**src/core/flash_nv_pkg.sv**
```systemverilog
/*
 * Shared constants and carrier types for the flash and OTP read front end:
 * register offsets, field layouts, reset values, power codes and access
 * timing figures.
 * Assumes a 32-bit APB register port and a 16-bit word addressed core bus.
 */
package flash_nv_pkg;

    // ------------------------------------------------------------------
    // Widths
    // ------------------------------------------------------------------
    localparam int APB_AW  = 8;
    localparam int DATA_W  = 32;
    localparam int ADDR_W  = 22;
    localparam int WAKE_W  = 16;
    localparam int RAND_W  = 4;
    localparam int PAGE_W  = 4;
    localparam int ACC_W   = 5;
    localparam int MODE_W  = 2;

    // ------------------------------------------------------------------
    // Register offsets
    // ------------------------------------------------------------------
    localparam logic [APB_AW-1:0] OFS_POWER  = 8'h00;
    localparam logic [APB_AW-1:0] OFS_STATUS = 8'h04;
    localparam logic [APB_AW-1:0] OFS_STBY   = 8'h08;
    localparam logic [APB_AW-1:0] OFS_ACT    = 8'h0C;
    localparam logic [APB_AW-1:0] OFS_BANK   = 8'h10;
    localparam logic [APB_AW-1:0] OFS_OTP    = 8'h14;

    // ------------------------------------------------------------------
    // Field positions
    // ------------------------------------------------------------------
    localparam int RAND_LSB      = 0;
    localparam int PAGE_LSB      = 8;
    localparam int ST_WAKE_BIT   = 2;
    localparam int ST_ACCESS_BIT = 3;

    // ------------------------------------------------------------------
    // Power codes, ordered so that a larger code is a higher power state
    // ------------------------------------------------------------------
    localparam logic [MODE_W-1:0] PWR_SLEEP   = 2'h0;
    localparam logic [MODE_W-1:0] PWR_STANDBY = 2'h1;
    localparam logic [MODE_W-1:0] PWR_ODD     = 2'h2;
    localparam logic [MODE_W-1:0] PWR_ACTIVE  = 2'h3;

    // ------------------------------------------------------------------
    // Reset values and fixed timing
    // ------------------------------------------------------------------
    localparam logic [WAKE_W-1:0] STBY_WAKE_RST   = 16'h01FF;
    localparam logic [WAKE_W-1:0] ACT_WAKE_RST    = 16'h01FF;
    localparam logic [RAND_W-1:0] RAND_WAIT_RST   = 4'hF;
    localparam logic [PAGE_W-1:0] PAGE_WAIT_RST   = 4'hF;
    localparam logic [ACC_W-1:0]  OTP_WAIT_RST    = 5'h1F;
    localparam logic [ACC_W-1:0]  PASSWORD_WAIT   = 5'h10;
    localparam int                ROW_BITS        = 2048;
    localparam int                WORD_BITS       = 16;
    localparam int                ROW_SHIFT       = $clog2(ROW_BITS / WORD_BITS);
    localparam int                OTP_WORDS       = 1024;

    // ------------------------------------------------------------------
    // Core bus carriers
    // ------------------------------------------------------------------
    typedef struct packed {
        logic              valid;
        logic              write;
        logic              fetch;
        logic              prog_space;
        logic              wide;
        logic [ADDR_W-1:0] addr;
    } cpu_req_t;

    typedef struct packed {
        logic              ready;
        logic [DATA_W-1:0] data;
    } cpu_rsp_t;

endpackage

```
**src/core/wait_counter.sv**
```systemverilog
/*
 * Loadable down counter used for wake-up delays and access wait states.
 * Assumes load is a one-cycle strobe from the owning state machine.
 */
`timescale 1ns/1ps

module wait_counter #(
    parameter int W = 16
) (
    input  wire logic         pclk,
    input  wire logic         presetn,
    input  wire logic         load,
    input  wire logic [W-1:0] value,
    output logic              zero
);

    if (W < 1) begin : g_bad_width
        $error("wait_counter width must be at least one");
    end

    logic [W-1:0] cnt_q;

    // A fresh load wins over counting so the newest figure is always used.
    always_ff @(posedge pclk or negedge presetn) begin
        if (!presetn) begin
            cnt_q <= '0;
        end else if (load) begin
            cnt_q <= value;
        end else if (cnt_q != '0) begin
            cnt_q <= cnt_q - W'(1);
        end
    end

    assign zero = (cnt_q == '0);

endmodule // wait_counter

```
**src/core/flash_otp_power_wait_control.sv**
```systemverilog
/*
 * Read front end for the flash bank and OTP block: shared power state with
 * timed wake-up, wait-state insertion, ignored writes and secured reads.
 * Assumes the core holds a request until it sees ready, the array returns
 * data asynchronously from mem_addr, and APB runs on the same clock.
 */
`timescale 1ns/1ps

module flash_otp_power_wait_control
    import flash_nv_pkg::*;
#(
    parameter logic [ADDR_W-1:0] FLASH_BASE = 22'h30_0000,
    parameter logic [ADDR_W-1:0] FLASH_LAST = 22'h33_FFFF,
    parameter logic [ADDR_W-1:0] OTP_BASE   = 22'h38_0000,
    parameter logic [ADDR_W-1:0] PASS_BASE  = 22'h33_FFF8,
    parameter logic [ADDR_W-1:0] PASS_LAST  = 22'h33_FFFF
) (
    input  wire logic              pclk,
    input  wire logic              presetn,
    input  wire logic [APB_AW-1:0] paddr,
    input  wire logic              psel,
    input  wire logic              penable,
    input  wire logic              pwrite,
    input  wire logic [DATA_W-1:0] pwdata,
    output logic      [DATA_W-1:0] prdata,
    output logic                   pready,
    output logic                   pslverr,
    input  wire cpu_req_t          cpu_req,
    output cpu_rsp_t               cpu_rsp,
    input  wire logic              csm_locked,
    input  wire logic              secure_zone,
    output logic                   mem_en,
    output logic                   mem_otp,
    output logic      [ADDR_W-1:0] mem_addr,
    input  wire logic [DATA_W-1:0] mem_rdata,
    output logic      [MODE_W-1:0] power_state
);

    // ------------------------------------------------------------------
    // Elaboration checks
    // ------------------------------------------------------------------
    localparam logic [ADDR_W-1:0] OTP_LAST = OTP_BASE + ADDR_W'(OTP_WORDS - 1);
    if (FLASH_LAST < FLASH_BASE || PASS_LAST < PASS_BASE || ADDR_W <= ROW_SHIFT) begin : g_bad_cfg
        $error("address map empty or too narrow for a flash row");
    end

    // ------------------------------------------------------------------
    // State declarations
    // ------------------------------------------------------------------
    typedef enum logic [1:0] {wk_idle, wk_stby, wk_act} wake_t;
    typedef enum logic [1:0] {acc_idle, acc_wake, acc_wait, acc_done} acc_t;

    wake_t                     wake_q;
    acc_t                      acc_q;
    logic [MODE_W-1:0]         power_q;
    logic [MODE_W-1:0]         target_q;
    logic [WAKE_W-1:0]         stby_cnt_q;
    logic [WAKE_W-1:0]         act_cnt_q;
    logic [RAND_W-1:0]         rand_wait_q;
    logic [PAGE_W-1:0]         page_wait_q;
    logic [ACC_W-1:0]          otp_wait_q;
    logic [ADDR_W-ROW_SHIFT-1:0] row_q;
    logic                      row_valid_q;
    cpu_rsp_t                  rsp_q;
    logic                      mem_en_q;
    logic                      mem_otp_q;
    logic [ADDR_W-1:0]         mem_addr_q;
    logic [DATA_W-1:0]         prdata_q;
    logic                      pready_q;
    logic                      pslverr_q;

    // ------------------------------------------------------------------
    // APB decode
    // ------------------------------------------------------------------
    logic                      apb_setup;
    logic                      apb_wr;
    logic                      wr_power;
    logic [MODE_W-1:0]         wr_mode;
    logic                      sw_down;
    logic [DATA_W-1:0]         prdata_d;
    logic                      unmapped;
    assign apb_setup = psel && !penable;
    assign apb_wr    = psel && penable && pwrite && pready_q;
    assign wr_power  = apb_wr && (paddr == OFS_POWER);
    // The unused code 2 is folded onto standby so the ordering stays total.
    assign wr_mode   = (pwdata[MODE_W-1:0] == PWR_ODD) ? PWR_STANDBY : pwdata[MODE_W-1:0];
    assign sw_down   = wr_power && (wr_mode < power_q);

    always_comb begin
        prdata_d = '0;
        unmapped = 1'b0;
        unique case (paddr)
            OFS_POWER:  prdata_d[MODE_W-1:0] = power_q;
            OFS_STATUS: begin
                prdata_d[MODE_W-1:0]    = power_q;
                prdata_d[ST_WAKE_BIT]   = (wake_q != wk_idle);
                prdata_d[ST_ACCESS_BIT] = (acc_q != acc_idle);
            end
            OFS_STBY:   prdata_d[WAKE_W-1:0] = stby_cnt_q;
            OFS_ACT:    prdata_d[WAKE_W-1:0] = act_cnt_q;
            OFS_BANK: begin
                prdata_d[RAND_LSB +: RAND_W] = rand_wait_q;
                prdata_d[PAGE_LSB +: PAGE_W] = page_wait_q;
            end
            OFS_OTP:    prdata_d[ACC_W-1:0] = otp_wait_q;
            default:    unmapped = 1'b1;
        endcase
    end

    // Every transfer is answered in its first access cycle.
    always_ff @(posedge pclk or negedge presetn) begin
        if (!presetn) begin
            pready_q  <= 1'b0;
            pslverr_q <= 1'b0;
            prdata_q  <= '0;
        end else begin
            pready_q  <= apb_setup;
            pslverr_q <= apb_setup && unmapped;
            prdata_q  <= apb_setup && !pwrite ? prdata_d : '0;
        end
    end

    // ------------------------------------------------------------------
    // Timing registers
    // ------------------------------------------------------------------
    always_ff @(posedge pclk or negedge presetn) begin
        if (!presetn) begin
            stby_cnt_q  <= STBY_WAKE_RST;
            act_cnt_q   <= ACT_WAKE_RST;
            rand_wait_q <= RAND_WAIT_RST;
            page_wait_q <= PAGE_WAIT_RST;
            otp_wait_q  <= OTP_WAIT_RST;
        end else if (apb_wr) begin
            if (paddr == OFS_STBY) begin
                stby_cnt_q <= pwdata[WAKE_W-1:0];
            end
            if (paddr == OFS_ACT) begin
                act_cnt_q <= pwdata[WAKE_W-1:0];
            end
            if (paddr == OFS_BANK) begin
                rand_wait_q <= pwdata[RAND_LSB +: RAND_W];
                page_wait_q <= pwdata[PAGE_LSB +: PAGE_W];
            end
            if (paddr == OFS_OTP) begin
                otp_wait_q <= pwdata[ACC_W-1:0];
            end
        end
    end

    // ------------------------------------------------------------------
    // Power state and wake-up sequencing
    // ------------------------------------------------------------------
    logic                      wake_zero;
    logic                      go_stby;
    logic                      go_act;
    logic [WAKE_W-1:0]         wake_val;
    assign go_stby = !sw_down && (wake_q == wk_idle) && (target_q > power_q)
                     && (power_q == PWR_SLEEP);
    assign go_act  = !sw_down && (((wake_q == wk_idle) && (target_q > power_q)
                     && (power_q == PWR_STANDBY))
                     || ((wake_q == wk_stby) && wake_zero && (target_q == PWR_ACTIVE)));
    assign wake_val = go_stby ? stby_cnt_q : act_cnt_q;

    wait_counter #(.W(WAKE_W)) u_wake_cnt (
        .pclk    (pclk),
        .presetn (presetn),
        .load    (go_stby || go_act),
        .value   (wake_val),
        .zero    (wake_zero)
    );

    // The target is where waking heads; a waiting access forces it to active.
    always_ff @(posedge pclk or negedge presetn) begin
        if (!presetn) begin
            target_q <= PWR_SLEEP;
        end else if (acc_q == acc_wake) begin
            target_q <= PWR_ACTIVE;
        end else if (wr_power) begin
            target_q <= wr_mode;
        end
    end

    // A single state serves bank, pump, flash array and OTP alike.
    always_ff @(posedge pclk or negedge presetn) begin
        if (!presetn) begin
            power_q <= PWR_SLEEP;
            wake_q  <= wk_idle;
        end else if (sw_down) begin
            power_q <= wr_mode;
            wake_q  <= wk_idle;
        end else begin
            unique case (wake_q)
                wk_idle: begin
                    if (go_stby) begin
                        wake_q <= wk_stby;
                    end else if (go_act) begin
                        wake_q <= wk_act;
                    end
                end
                wk_stby: begin
                    if (wake_zero) begin
                        power_q <= PWR_STANDBY;
                        wake_q  <= go_act ? wk_act : wk_idle;
                    end
                end
                wk_act: begin
                    if (wake_zero) begin
                        power_q <= PWR_ACTIVE;
                        wake_q  <= wk_idle;
                    end
                end
            endcase
        end
    end

    // ------------------------------------------------------------------
    // Core access decode and wait selection
    // ------------------------------------------------------------------
    logic                      in_flash;
    logic                      in_otp;
    logic                      in_pass;
    logic                      in_range;
    logic                      is_read;
    logic                      acc_load;
    logic                      acc_zero;
    logic                      same_row;
    logic                      wide_ok;
    logic [ACC_W-1:0]          acc_val;
    logic [DATA_W-1:0]         read_word;
    // Address space is not looked at in decode: OTP is selected and timed alike in both spaces.
    assign in_flash = (cpu_req.addr >= FLASH_BASE) && (cpu_req.addr <= FLASH_LAST);
    assign in_otp   = (cpu_req.addr >= OTP_BASE) && (cpu_req.addr <= OTP_LAST);
    assign in_pass  = (cpu_req.addr >= PASS_BASE) && (cpu_req.addr <= PASS_LAST);
    assign in_range = in_flash || in_otp;
    assign is_read  = cpu_req.valid && !cpu_req.write && in_range;
    assign same_row = row_valid_q && (row_q == cpu_req.addr[ADDR_W-1:ROW_SHIFT]);
    assign acc_load = is_read && (power_q == PWR_ACTIVE)
                      && ((acc_q == acc_idle) || (acc_q == acc_wake));

    always_comb begin
        acc_val = {1'b0, rand_wait_q};
        if (in_pass) begin
            acc_val = PASSWORD_WAIT;
        end else if (in_otp) begin
            acc_val = otp_wait_q;
        end else if (same_row) begin
            acc_val = {1'b0, page_wait_q};
        end
    end

    wait_counter #(.W(ACC_W)) u_acc_cnt (
        .pclk    (pclk),
        .presetn (presetn),
        .load    (acc_load),
        .value   (acc_val),
        .zero    (acc_zero)
    );

    // Fetches are always 32 bits; program space data reads are cut to 16.
    assign wide_ok   = cpu_req.fetch || (cpu_req.wide && !cpu_req.prog_space);
    assign read_word = wide_ok ? mem_rdata : {16'h0000, mem_rdata[WORD_BITS-1:0]};

    // Row history is forgotten whenever the bank leaves active.
    always_ff @(posedge pclk or negedge presetn) begin
        if (!presetn) begin
            row_q       <= '0;
            row_valid_q <= 1'b0;
        end else if (power_q != PWR_ACTIVE) begin
            row_valid_q <= 1'b0;
        end else if (acc_load && in_flash) begin
            row_q       <= cpu_req.addr[ADDR_W-1:ROW_SHIFT];
            row_valid_q <= 1'b1;
        end
    end

    // ------------------------------------------------------------------
    // Core access sequencing
    // ------------------------------------------------------------------
    always_ff @(posedge pclk or negedge presetn) begin
        if (!presetn) begin
            acc_q <= acc_idle;
            rsp_q <= '0;
        end else begin
            unique case (acc_q)
                acc_idle: begin
                    if (cpu_req.valid && (cpu_req.write || !in_range)) begin
                        acc_q       <= acc_done;
                        rsp_q.ready <= 1'b1;
                        rsp_q.data  <= '0;
                    end else if (acc_load) begin
                        acc_q <= acc_wait;
                    end else if (is_read) begin
                        acc_q <= acc_wake;
                    end
                end
                acc_wake: begin
                    if (acc_load) begin
                        acc_q <= acc_wait;
                    end
                end
                acc_wait: begin
                    if (acc_zero) begin
                        acc_q       <= acc_done;
                        rsp_q.ready <= 1'b1;
                        // Locked data is suppressed only after the full wait.
                        rsp_q.data  <= (csm_locked && !secure_zone) ? '0 : read_word;
                    end
                end
                acc_done: begin
                    acc_q       <= acc_idle;
                    rsp_q.ready <= 1'b0;
                end
            endcase
        end
    end

    // The array sees a stable address for the whole wait.
    always_ff @(posedge pclk or negedge presetn) begin
        if (!presetn) begin
            mem_en_q   <= 1'b0;
            mem_otp_q  <= 1'b0;
            mem_addr_q <= '0;
        end else if (acc_load) begin
            mem_en_q   <= 1'b1;
            mem_otp_q  <= in_otp;
            mem_addr_q <= cpu_req.addr;
        end else if (acc_q == acc_wait && acc_zero) begin
            mem_en_q   <= 1'b0;
        end
    end

    // ------------------------------------------------------------------
    // Outputs
    // ------------------------------------------------------------------
    assign prdata      = prdata_q;
    assign pready      = pready_q;
    assign pslverr     = pslverr_q;
    assign cpu_rsp     = rsp_q;
    assign mem_en      = mem_en_q;
    assign mem_otp     = mem_otp_q;
    assign mem_addr    = mem_addr_q;
    assign power_state = power_q;

endmodule // flash_otp_power_wait_control

```
**config.mk**
```make
export PLATFORM = sky130hd
export DESIGN_NAME = flash_otp_power_wait_control
export DESIGN_NICKNAME = d
export VERILOG_FILES = /design/src/core/flash_nv_pkg.sv /design/src/core/wait_counter.sv /design/src/core/flash_otp_power_wait_control.sv
export SDC_FILE = /design/constraint.sdc
export NUM_CORES = 1
export LEC_CHECK = 0
export BUFFER_PORTS_ARGS = -buffer_cell sky130_fd_sc_hd__buf_2
export CELL_PAD_IN_SITES_DETAIL_PLACEMENT = 1
export CELL_PAD_IN_SITES_GLOBAL_PLACEMENT = 1
export CORE_UTILIZATION = 42
export DETAILED_ROUTE_END_ITERATION = 8
export GPL_ROUTABILITY_DRIVEN = 0
export PLACE_DENSITY_LB_ADDON = 0.15
export SLEW_MARGIN = 20
export SYNTH_ARGS = -nofsm -noshare
export SYNTH_HDL_FRONTEND = slang
export SYNTH_HIERARCHICAL = 1
export SYNTH_SLANG_ARGS = --single-unit
```
**constraint.sdc**
```tcl
create_clock -name pclk -period 3.9 [get_ports pclk]
set_input_delay 0.585 -clock pclk [delete_from_list [all_inputs] [get_ports pclk]]
set_output_delay 0.585 -clock pclk [all_outputs]
set_load 0.01 [all_outputs]
```
**Word level (Yosys, flattened, before mapping)**

Index checks and enable logic that the tools add are counted.

- Bits in registers: 165
- Input port bits: 106
- Word-level logic and storage cells: 172

- Add/subtract/negate cells: 2
- $lt $le $gt $ge: 7
- Eq/ne operators: 23
- Multiplexer cells: 46
- Bitwise operators: 1
- Reductions and logical operators: 72

Operators with widths:

| cell | number |
|---|---|
| $ge A22 B22 Y1 const B | 3 |
| $mux W33 | 2 |
| $mux W16 | 4 |
| $mux W32 | 2 |
| $pmux W32 S2 | 1 |
| $le A22 B22 Y1 const B | 2 |
| $mux W2 | 17 |
| $logic_and A1 B1 Y1 | 29 |
| $mux W5 | 4 |
| $pmux W2 S5 | 2 |
| $eq A8 B4 Y1 const B | 2 |
| $eq A8 B5 Y1 const B | 2 |
| $logic_not A16 Y1 | 1 |
| $reduce_bool A16 Y1 | 1 |
| $reduce_bool A2 Y1 | 8 |
| $sub A16 B1 Y16 const B | 1 |
| $eq A15 B15 Y1 | 1 |
| $reduce_and A3 Y1 | 5 |
| $eq A2 B2 Y1 const B | 6 |
| $pmux W4 S3 | 1 |
| $reduce_and A2 Y1 | 5 |
| $eq A8 B3 Y1 const B | 1 |
| $logic_not A8 Y1 | 1 |
| $pmux W2 S4 | 1 |
| 25 further kinds | 49 |

**Depth between registers and ports, before layout**

Gate-level depths: netlist of the first run.

- Depth after elaboration: 12
- Gate-level depth with buffers: 13
- Depth with buffers taken out: 10

**Cells and area by module**

The synthesis of the first run kept the hierarchy.

By module, submodules not included:

| module | instances | cells each | area an instance (um^2) | seq. area each (um^2) |
|---|---|---|---|---|
| flash_otp_power_wait_control | 1 | 587 | 6744.0 | 3642.2 |
| wait_counter at u_wake_cnt | 1 | 104 | 959.7 | 400.4 |
| wait_counter at u_acc_cnt | 1 | 27 | 279.0 | 125.1 |

**Least setup slack after synthesis of the first run**

Ideal clock, no wire load.

- Path type: input -> register
- Start point: input port paddr[1]
- End point: register u_wake_cnt.cnt_q[10]
- Library setup time: 125 ps
- Arrival time: 2816 ps
- Required time: 3775 ps
- Setup slack: 959 ps
- Stages: 7
- Buffers on the path: 1
- Cells stage by stage: or4_4 -> or3_4 -> a2111oi_4 -> nor3_4 -> buf_6 -> mux2_4 -> mux2_2

- Cells in the longest elaborated chain, start to end: 9

Ends and longest elaborated chain:

| item | line | RTL |
|---|---|---|
| start: declaration | flash_otp_power_wait_control.sv:20 | `input wire logic [APB_AW-1:0] paddr,` |
| $logic_not A8 Y1 | flash_otp_power_wait_control.sv:84 | `assign wr_power = apb_wr && (paddr == OFS_POWER);` |
| $logic_and A1 B1 Y1 | flash_otp_power_wait_control.sv:84 |  |
| $logic_and A1 B1 Y1 | flash_otp_power_wait_control.sv:87 | `assign sw_down = wr_power && (wr_mode < power_q);` |
| $logic_not A1 Y1 | flash_otp_power_wait_control.sv:157 | `assign go_stby = !sw_down && (wake_q == wk_idle) && (target_q > power_q)` |
| $logic_and A1 B1 Y1 (2 in a row) | flash_otp_power_wait_control.sv:157 |  |
| $logic_and A1 B1 Y1 | flash_otp_power_wait_control.sv:158 | `&& (power_q == PWR_SLEEP);` |
| $mux W16 | flash_otp_power_wait_control.sv:162 | `assign wake_val = go_stby ? stby_cnt_q : act_cnt_q;` |
| net wake_val[10] | flash_otp_power_wait_control.sv:156 | `logic [WAKE_W-1:0] wake_val;` |
| $mux W16 | wait_counter.sv:27 | `end else if (load) begin` |
| end signal: assignment | wait_counter.sv:28 | `cnt_q <= value;` |
| end signal: assignment | wait_counter.sv:30 | `cnt_q <= cnt_q - W'(1);` |
| end: declaration | wait_counter.sv:21 | `logic [W-1:0] cnt_q;` |

The timed path passes the listed nets, and every way through them passes these cells.
A chain may end at the register's enable or synchronous reset.

**Final worst setup path of the first run**

- Start point: register u_wake_cnt.cnt_q[0]
- End point: register u_wake_cnt.cnt_q[5]

- Cells in the longest elaborated chain, start to end: 7

Ends and longest elaborated chain:

| item | line | RTL |
|---|---|---|
| $logic_not A16 Y1 (*) | wait_counter.sv:34 | `assign zero = (cnt_q == '0);` |
| net wake_zero | flash_otp_power_wait_control.sv:153 | `logic wake_zero;` |
| $logic_and A1 B1 Y1 (*) (2 in a row) | flash_otp_power_wait_control.sv:161 | `\|\| ((wake_q == wk_stby) && wake_zero && (target_q == PWR_ACTIVE)));` |
| $logic_or A1 B1 Y1 (*) | flash_otp_power_wait_control.sv:161 |  |
| $logic_and A1 B1 Y1 (*) | flash_otp_power_wait_control.sv:159 | `assign go_act = !sw_down && (((wake_q == wk_idle) && (target_q > power_q)` |
| $logic_or A1 B1 Y1 (*) | flash_otp_power_wait_control.sv:167 | `.load (go_stby \|\| go_act),` |
| $mux W16 or $reduce_bool A2 Y1 (tied branches) | - |  |

Mark *: on every way through the listed nets, which the timed path passes. The rest lies on a longest branch. The select of a mux whose other input is x is not followed.

==> flow_summary.json, run 1 <==
{
  "path_max_fanout": 11,
  "fin_skew_ps": 8.56,
  "overflow": 0,
  "clkSinkCount": 165,
  "ys_ff_latch": 165,
  "finalSetupViolations": 0,
  "dp.cells": 1103,
  "synthMuxAreaShare_pct": 14.7,
  "initial_core_util_pct": 42.8,
  "vias": 6092,
  "irDropWorstVdd_mv": 0.333,
  "p_leak_uw": 0.00460,
  "synth_cell_types": 69,
  "async_reset_ff_share_pct": 100,
  "dp_hpwl_um": 15100,
  "drc": 0,
  "ys_seq_area_share_pct": 52.2,
  "yosys.area.top_type": "dfrtp_1",
  "status": "finished clean",
  "clk_pin_slew_ps": 60,
  "htree_num_levels": 4,
  "clk_latency_ps": 420,
  "postCtsHoldBufs": 0,
  "grt_pass1_vias": 6588,
  "yosys.area_share.adder_pct": 1.88,
  "syn_area_per_cell_um2": 11.1,
  "num_antenna_cells": 0,
  "routedWlPerCell_um": 18.5,
  "yosys_warnings": 6,
  "synth_compound_area_share_pct": 10.2,
  "critPathKind": "reg2reg",
  "antenna_found_initial": 0,
  "seq_area_um2": 4170,
  "die_w_um": 140,
  "grt_setup_unrepaired": "no",
  "netlist_instances": 718,
  "relSlewSlack_pct": 29.4,
  "worstPathArrival_ps": 3780,
  "grt_usage_pct": 22.7,
  "cts_tree": "yes",
  "synth-edff-count": 0,
  "dr.pass1.iters": 5,
  "crit_path_end_kind": "flop",
  "post-synth-top-count-cell": "dfrtp_1",
  "grt_max_degree": 121,
  "cts.path.max_buffers": 2,
  "finalSetupTns_ps": 0,
  "netlist_top_cells_count": "dfrtp_1, nand2_1, mux2_2, o21ai_0, dfstp_2",
  "slew_violations": 0,
  "synth_top_family_by_area": "multiplexers",
  "worstMarginPinSlew_ps": 1060,
  "report.power.total_uw": 5750,
  "rows": 50,
  "synth_ff_type": "dfrtp_1",
  "final_cells": 1135,
  "numPortBuffers": 166,
  "cts_buffers": 17,
  "timing_hold_violations_final": 0,
  "viasPerCell": 5.37,
  "multiInputGateArea_um2": 3540,
  "fp.dieH_um": 140,
  "hp-class": "in2async",
  "drive_above_1_share_pct": 39.4,
  "grt_pass1_wl_um": 34900,
  "cts_resized": 0,
  "netlist.area_leader.share_pct": 42.0,
  "fillers": 2065,
  "fmax_mhz": 286,
  "die-area_um2": 19600,
  "post-route-period-util_pct": 89.8,
  "synthesis.area_um2": 7980,
  "nNetsFinal": 1006,
  "antenna_left": 0,
  "worstPathRequired_ps": 4180,
  "synth-xor-area-share_pct": 2.85,
  "drt-total-wl_um": 21000,
  "area_delta_synth_final_pct": 21.0,
  "root_buffer": "clkbuf_16",
  "ios": 199,
  "period_minus_slack_ps": 3500,
  "drt_iter0_markers": 300,
  "max-cap-violations": 0,
  "post_cts_buffers": 0,
  "power.density_nw_per_um2": 595,
  "crit_path_start_kind": "flop",
  "synthSimpleGateAreaFrac_pct": 14.0,
  "synthTopCellsByArea": "dfrtp_1, mux2_2, dfstp_2",
  "design.core.area_um2": 18600
}
## worst max-delay path, stage by stage (launching register included)
cell and delay, ps:
dfrtp_1 420, inv_1 130, ha_1 200, or3b_1 470, nand4b_4 310, nor2_8 230, nand4_1 180, a21oi_1 650
clkinv_1 240, buf_4 240, nor2_1 190, a211oi_1 80
## layout make-up
cell class	count	share of cell area, %
Inverter	21	0.816
Sequential cell	165	43.1
Clock buffer	20	4.52
Clock inverter	12	1.87
Tap cell	234	3.03
Multi-Input combinational cell	501	36.7
Timing Repair Buffer	182	9.94
## final timing paths
check	start	endpoint	slack, ps	depth (start not counted)
setup / recovery	u_wake_cnt/cnt_q[0]	u_wake_cnt/cnt_q[5]	400	11
hold / removal	presetn	prdata[15]	310	1
setup reg to reg	u_wake_cnt/cnt_q[0]	u_wake_cnt/cnt_q[5]	400	11
hold reg to reg	mem_addr[21]	mem_addr[21]	480	1
max in group asynchronous	presetn	row_q[2]	2650	2
min in group pclk	cpu_req[1]	mem_addr[1]	400	2
## metrics by stage
| step | util [%] | hold slack (ps) | cell area [um2] | setup slack [ps] |
|---|---|---|---|---|
| 2_1_floorplan | - | 289 | 8040 | 959 |
| 3_3_place_gp | 48.5 | 451 | 9040 | 615 |
| 3_5_place_dp | 48.5 | 453 | 9040 | 550 |
| 4_1_cts | 51.8 | 377 | 9660 | 452 |
| 5_1_grt | 51.8 | 385 | 9660 | 266 |
| 6_report | 51.8 | 306 | 9660 | 398 |
## report_power, final
| group | total, uW | internal, uW | leakage, uW | switching [uW] |
|---|---|---|---|---|
| combinational | 1620 | 672 | 0.00221 | 947 |
| clock | 1770 | 1080 | 0.000295 | 696 |
| sequential | 2360 | 2090 | 0.00209 | 269 |
| total | 5750 | 3830 | 0.00460 | 1910 |
## cell usage in the layout (no fill, tap or decap), types with 3 or more instances in the layout
master,netlist,routed
nor2b_1,7,7
o31ai_1,9,9
o21ai_1,4,4
nor4_1,3,3
nand3_1,5,5
or2_2,4,4
conb_1,1,16
clkbuf_16,0,17
buf_4,17,16
a21oi_1,20,20
nor2_1,30,30
o21a_1,3,3
a31oi_1,3,3
nand4_1,10,10
mux2i_1,7,7
mux2_2,85,85
nand2_1,115,115
dfstp_2,31,31
inv_1,20,20
clkbuf_1,23,3
o211ai_1,4,4
and2_1,5,5
o21ai_0,39,39
a211oi_1,4,4
nor3b_1,3,3
nor3_1,11,11
dfrtp_1,134,134
nand2b_1,5,5
bufinv_16,0,4
ha_1,12,12
a221oi_1,3,3
a22oi_1,16,16
xnor2_1,26,26
buf_2,4,165
or4_1,3,3
mux2_4,9,9
## cells by family after synthesis
family	after synthesis
compound gates	124
mux	102
buf+inv	67
fa+ha+maj	12
simple gates	221
other cells	1
flops	165
xor+xnor	26
## layer usage
layer  share of wire (%)  routed length (um)  global-route usage, %
met1                  45                9440                   29.2
met2                  49               10400                   38.0
met3                 3.8                 799                   4.71
met4                 1.8                 374                   7.46
met5                   0                   0                      0
## state kept, by name, indices dropped and copies added (netlist names), 5 cells and up
| register | count |
|---|---|
| cpu_rsp | 33 |
| u_acc_cnt/cnt_q | 5 |
| row_q | 15 |
| u_wake_cnt/cnt_q | 16 |
| otp_wait_q | 5 |
| mem_addr | 22 |
| stby_cnt_q | 16 |
| act_cnt_q | 16 |
| prdata | 16 |
No activity file was read; power rests on OpenSTA's default activity.
==> run 2: changes to the inputs <==
--- a/config.mk
+++ b/config.mk
@@ -11,7 +11,9 @@
 export CORE_UTILIZATION = 42
 export DETAILED_ROUTE_END_ITERATION = 8
 export GPL_ROUTABILITY_DRIVEN = 0
+export GPL_TIMING_DRIVEN = 0
 export PLACE_DENSITY_LB_ADDON = 0.15
+export REMOVE_ABC_BUFFERS = 1
 export SLEW_MARGIN = 20
 export SYNTH_ARGS = -nofsm -noshare
 export SYNTH_HDL_FRONTEND = slang
==> run 2 against run 1 <==
  * Global-route usage grew 0.15 points
  * Maximum frequency shrank 4.5%
  * Sequential power is essentially flat
  * Critical path type unchanged
  * Critical endpoint is now u_wake_cnt/cnt_q[13]
==> flow_summary.json, run 2 (synthesized netlist as in run 1, its figures left out) <==
{
  "fin_skew_ps": 8.14,
  "largest_reg_flops": 33,
  "worstPathRequired_ps": 4210,
  "drt-total-wl_um": 21200,
  "grt_max_degree": 100,
  "drt_iter0_markers": 175,
  "path_max_fanout": 17,
  "grt_usage_pct": 22.8,
  "crit_path_start_kind": "flop",
  "worstPathArrival_ps": 3980,
  "final_cell_mix": "buf_2, dfrtp_1, nand2_1",
  "drc": 0,
  "cts.path.max_buffers": 2,
  "root_buffer": "clkbuf_16",
  "design.core.area_um2": 18600,
  "initial_core_util_pct": 42.8,
  "grt_setup_unrepaired": "no",
  "die-area_um2": 19600,
  "hp-class": "in2async",
  "cts_buffers": 17,
  "critPathKind": "reg2reg",
  "antenna_left": 0,
  "slew_violations": 0,
  "final_common_cell": "buf_2",
  "dr.pass1.iters": 4,
  "vias": 6063,
  "drive_above_1_share_pct": 39.8,
  "dpl_cell_area_um2": 9050,
  "viasPerCell": 5.38,
  "max-cap-violations": 0,
  "worstMarginPinSlew_ps": 1080,
  "num_antenna_cells": 0,
  "clk_latency_ps": 420,
  "overflow": 0,
  "htree_num_levels": 4,
  "path_cells": "inv_1, ha_1, or3b_1, nand4b_4, nor2_8, nand4_1, a21oi_2, clkinv_2, a211oi_1",
  "routedWlPerCell_um": 18.8,
  "fp.dieH_um": 140,
  "timing_hold_violations_final": 0,
  "dp_hpwl_um": 15000,
  "antenna_found_initial": 0,
  "status": "finished clean",
  "path_buf_inv": 2,
  "clk_pin_slew_ps": 60,
  "grt_pass1_vias": 6776,
  "crit_family": "simple AND/OR/NAND/NOR gates",
  "numPortBuffers": 166,
  "post-route-period-util_pct": 94.1,
  "grt_pass1_wl_um": 35000,
  "rows": 50,
  "fin_area_um2": 9780,
  "nNetsFinal": 999,
  "p_leak_uw": 0.00463,
  "relSlewSlack_pct": 27.0,
  "area_delta_synth_final_pct": 22.5,
  "die_w_um": 140,
  "period_minus_slack_ps": 3670,
  "cts_tree": "yes",
  "crit_path_end_kind": "flop",
  "fmax_mhz": 273,
  "finalSetupTns_ps": 0,
  "crit_slowest_cell": "a21oi_2",
  "slowest_delay_ps": 710,
  "ios": 199,
  "power.density_nw_per_um2": 618,
  "finalSetupViolations": 0,
  "irDropWorstVdd_mv": 0.351,
  "clkSinkCount": 165,
  "report.power.total_uw": 6040
}
-- run 2: power by group --
group          switching [uW]  internal (uW)
logic                     964            717
clock network             717           1290
registers                 262           2090
total                    1940           4100
-- run 2: final cells by class --
cell class / count / area [um2]
Clock buffer: 22 / 494
Clock inverter: 10 / 214
Fill cell: 2056 / 8870
Inverter: 21 / 80.1
Multi-Input combinational cell: 501 / 3560
Sequential cell: 165 / 4170
Tap cell: 234 / 293
Timing Repair Buffer: 175 / 963
-- run 2: worst paths after layout --
kind	from	slack (ps)	endpoint	cells after the start
setup / recovery	u_wake_cnt/cnt_q[0]	230	u_wake_cnt/cnt_q[13]	9
hold / removal	presetn	110	power_state[0]	1
setup reg to reg	u_wake_cnt/cnt_q[0]	230	u_wake_cnt/cnt_q[13]	9
hold reg to reg	cpu_rsp[19]	480	cpu_rsp[19]	2
max in group asynchronous	presetn	2910	stby_cnt_q[8]	2
min in group pclk	mem_rdata[28]	390	cpu_rsp[28]	3
-- run 2: metal layers --
layer,up-vias,part of all wire [%],GRT usage [%]
li1,2824,-,-
met1,3053,42,26.8
met2,159,51,40.6
met3,27,5.1,5.64
met4,0,2.0,7.63
met5,-,0,0
-- run 2: what timing repair did --
| item | in CTS | in global routing |
|---|---|---|
| buffers inserted | 0 | 0 |
| hold buffers | 0 | 0 |
| endpoints found under the setup margin | 4 | 0 |
| gates resized for setup | 1 | 0 |
-- run 2: metrics by stage --
step                      util, %  std cells  worst slack (ps)  hold slack [ps]
after global placement       47.8       1087             -1230              451
after floorplan                 -        687              28.1              289
after global routing         52.4       1128              7.81              136
after CTS                    52.4       1127               203              121
final                        52.4       1128               231              107
after detailed placement     48.6       1095             -11.1              460
==> run 3: changes to the inputs <==
--- a/config.mk
+++ b/config.mk
@@ -11,7 +11,6 @@
 export CORE_UTILIZATION = 42
 export DETAILED_ROUTE_END_ITERATION = 8
 export GPL_ROUTABILITY_DRIVEN = 0
-export GPL_TIMING_DRIVEN = 0
 export PLACE_DENSITY_LB_ADDON = 0.15
 export REMOVE_ABC_BUFFERS = 1
 export SLEW_MARGIN = 20
==> run 3 against run 2 <==
  * Sequential cell count unchanged
  * Clock power shrank 13%
  * Utilization down 0.64 points
  * Design area is 1.2% lower
  * Maximum frequency up 5.0%
  * Final cell count is 0.53% higher
  * Wire length shrank 0.65%
  * Largest power group unchanged
==> flow_summary.json, run 3 (synthesized netlist as in run 1, its figures left out) <==
{
  "status": "finished clean",
  "antenna_left": 0,
  "num_antenna_cells": 0,
  "drt_iter0_markers": 205,
  "grt_usage_pct": 23.0,
  "crit_path_start_kind": "flop",
  "viasPerCell": 5.27,
  "finalSetupViolations": 0,
  "drive_above_1_share_pct": 39.7,
  "multiInputGateArea_um2": 3540,
  "hp-class": "in2async",
  "whs_ps": 159,
  "cts.path.max_buffers": 2,
  "crit_path_end_kind": "flop",
  "die_w_um": 140,
  "clk_pin_slew_ps": 70,
  "period_minus_slack_ps": 3490,
  "clk_latency_ps": 430,
  "rrSetupSlack_ps": 410,
  "grt_pass1_vias": 6663,
  "fillers": 2051,
  "final_util_pct": 51.8,
  "finalSetupTns_ps": 0,
  "seq_area_um2": 4170,
  "design.core.area_um2": 18600,
  "rows": 50,
  "grt_setup_unrepaired": "no",
  "fmax_mhz": 286,
  "numPortBuffers": 166,
  "power.density_nw_per_um2": 591,
  "slew_violations": 0,
  "critPathKind": "reg2reg",
  "final_cell_mix": "buf_2, dfrtp_1, nand2_1",
  "cts_buffers": 17,
  "drt-total-wl_um": 21100,
  "irDropWorstVdd_mv": 0.267,
  "worstPathArrival_ps": 3800,
  "postCtsHoldBufs": 0,
  "max-cap-violations": 0,
  "ios": 199,
  "nNetsFinal": 1005,
  "path_max_fanout": 17,
  "final_common_cell": "buf_2",
  "area_delta_synth_final_pct": 21.0,
  "p_leak_uw": 0.00460,
  "timing_hold_violations_final": 0,
  "worstPathRequired_ps": 4210,
  "fp.dieH_um": 140,
  "fin_area_um2": 9660,
  "routedWlPerCell_um": 18.6,
  "post-route-period-util_pct": 89.6,
  "dpl_cell_area_um2": 9040,
  "grt_max_degree": 75,
  "vias": 5976,
  "root_buffer": "clkbuf_16",
  "antenna_found_initial": 0,
  "die-area_um2": 19600,
  "drc": 0,
  "overflow": 0,
  "r2r_start": "u_wake_cnt/cnt_q[0]",
  "htree_num_levels": 4,
  "fin_skew_ps": 12.1,
  "report.power.total_uw": 5700,
  "grt_pass1_wl_um": 35200,
  "reg2reg_depth": 9,
  "clkSinkCount": 165,
  "worstMarginPinSlew_ps": 1100,
  "relSlewSlack_pct": 26.5,
  "post_cts_buffers": 0,
  "initial_core_util_pct": 42.8,
  "dr.pass1.iters": 4,
  "cts_tree": "yes",
  "dp_hpwl_um": 15100,
  "r2r-end": "u_wake_cnt/cnt_q[10]",
  "largest_reg_flops": 33,
  "cts_resized": 0
}
## run 3: final cells by class
type / count / share of cell area, %
clock buffers: 17 / 4.41
well taps: 234 / 3.03
flip-flops and latches: 165 / 43.2
inverters: 21 / 0.816
repair buffers: 181 / 9.97
multi-input cells: 501 / 36.7
clock inverters: 15 / 1.92
## run 3: worst max path at each step
stage,from,to,slack (ps),depth (start not counted)
3_3_place_gp,u_wake_cnt/cnt_q[0],u_wake_cnt/cnt_q[10],510,9
4_1_cts,u_wake_cnt/cnt_q[0],u_wake_cnt/cnt_q[10],350,9
2_1_floorplan,cpu_req[14],cpu_rsp[0],30,4
6_report,u_wake_cnt/cnt_q[0],u_wake_cnt/cnt_q[10],410,9
5_1_grt,u_wake_cnt/cnt_q[0],u_wake_cnt/cnt_q[10],90,9
3_5_place_dp,u_wake_cnt/cnt_q[0],u_wake_cnt/cnt_q[10],390,9
## run 3: worst max-delay path: stages (launching register included)
cell      delay [ps]
dfrtp_1          400
inv_1            100
ha_1             190
or3b_1           470
nand4b_4         300
nor2_8           220
nand4_1          180
a21oi_1          500
clkinv_1         580
mux2_2           440
## run 3: stage by stage
stage	instances	setup slack (ps)
global route	1134	90.2
finish	1134	406
global placement	1102	509
CTS	1134	353
floorplan	687	28.1
detailed placement	1102	386
## run 3: metal layers
metal	up-vias	routed length (um)	track usage, %
li1	2828	-	-
met1	2969	8870	27.8
met2	161	10800	40.6
met3	18	1150	6.33
met4	0	250	5.61
met5	-	0	0
## run 3: report_power, final
group | internal, uW | switching (uW) | total (uW)
logic | 674 | 934 | 1610
registers | 2090 | 261 | 2350
clock network | 974 | 774 | 1750
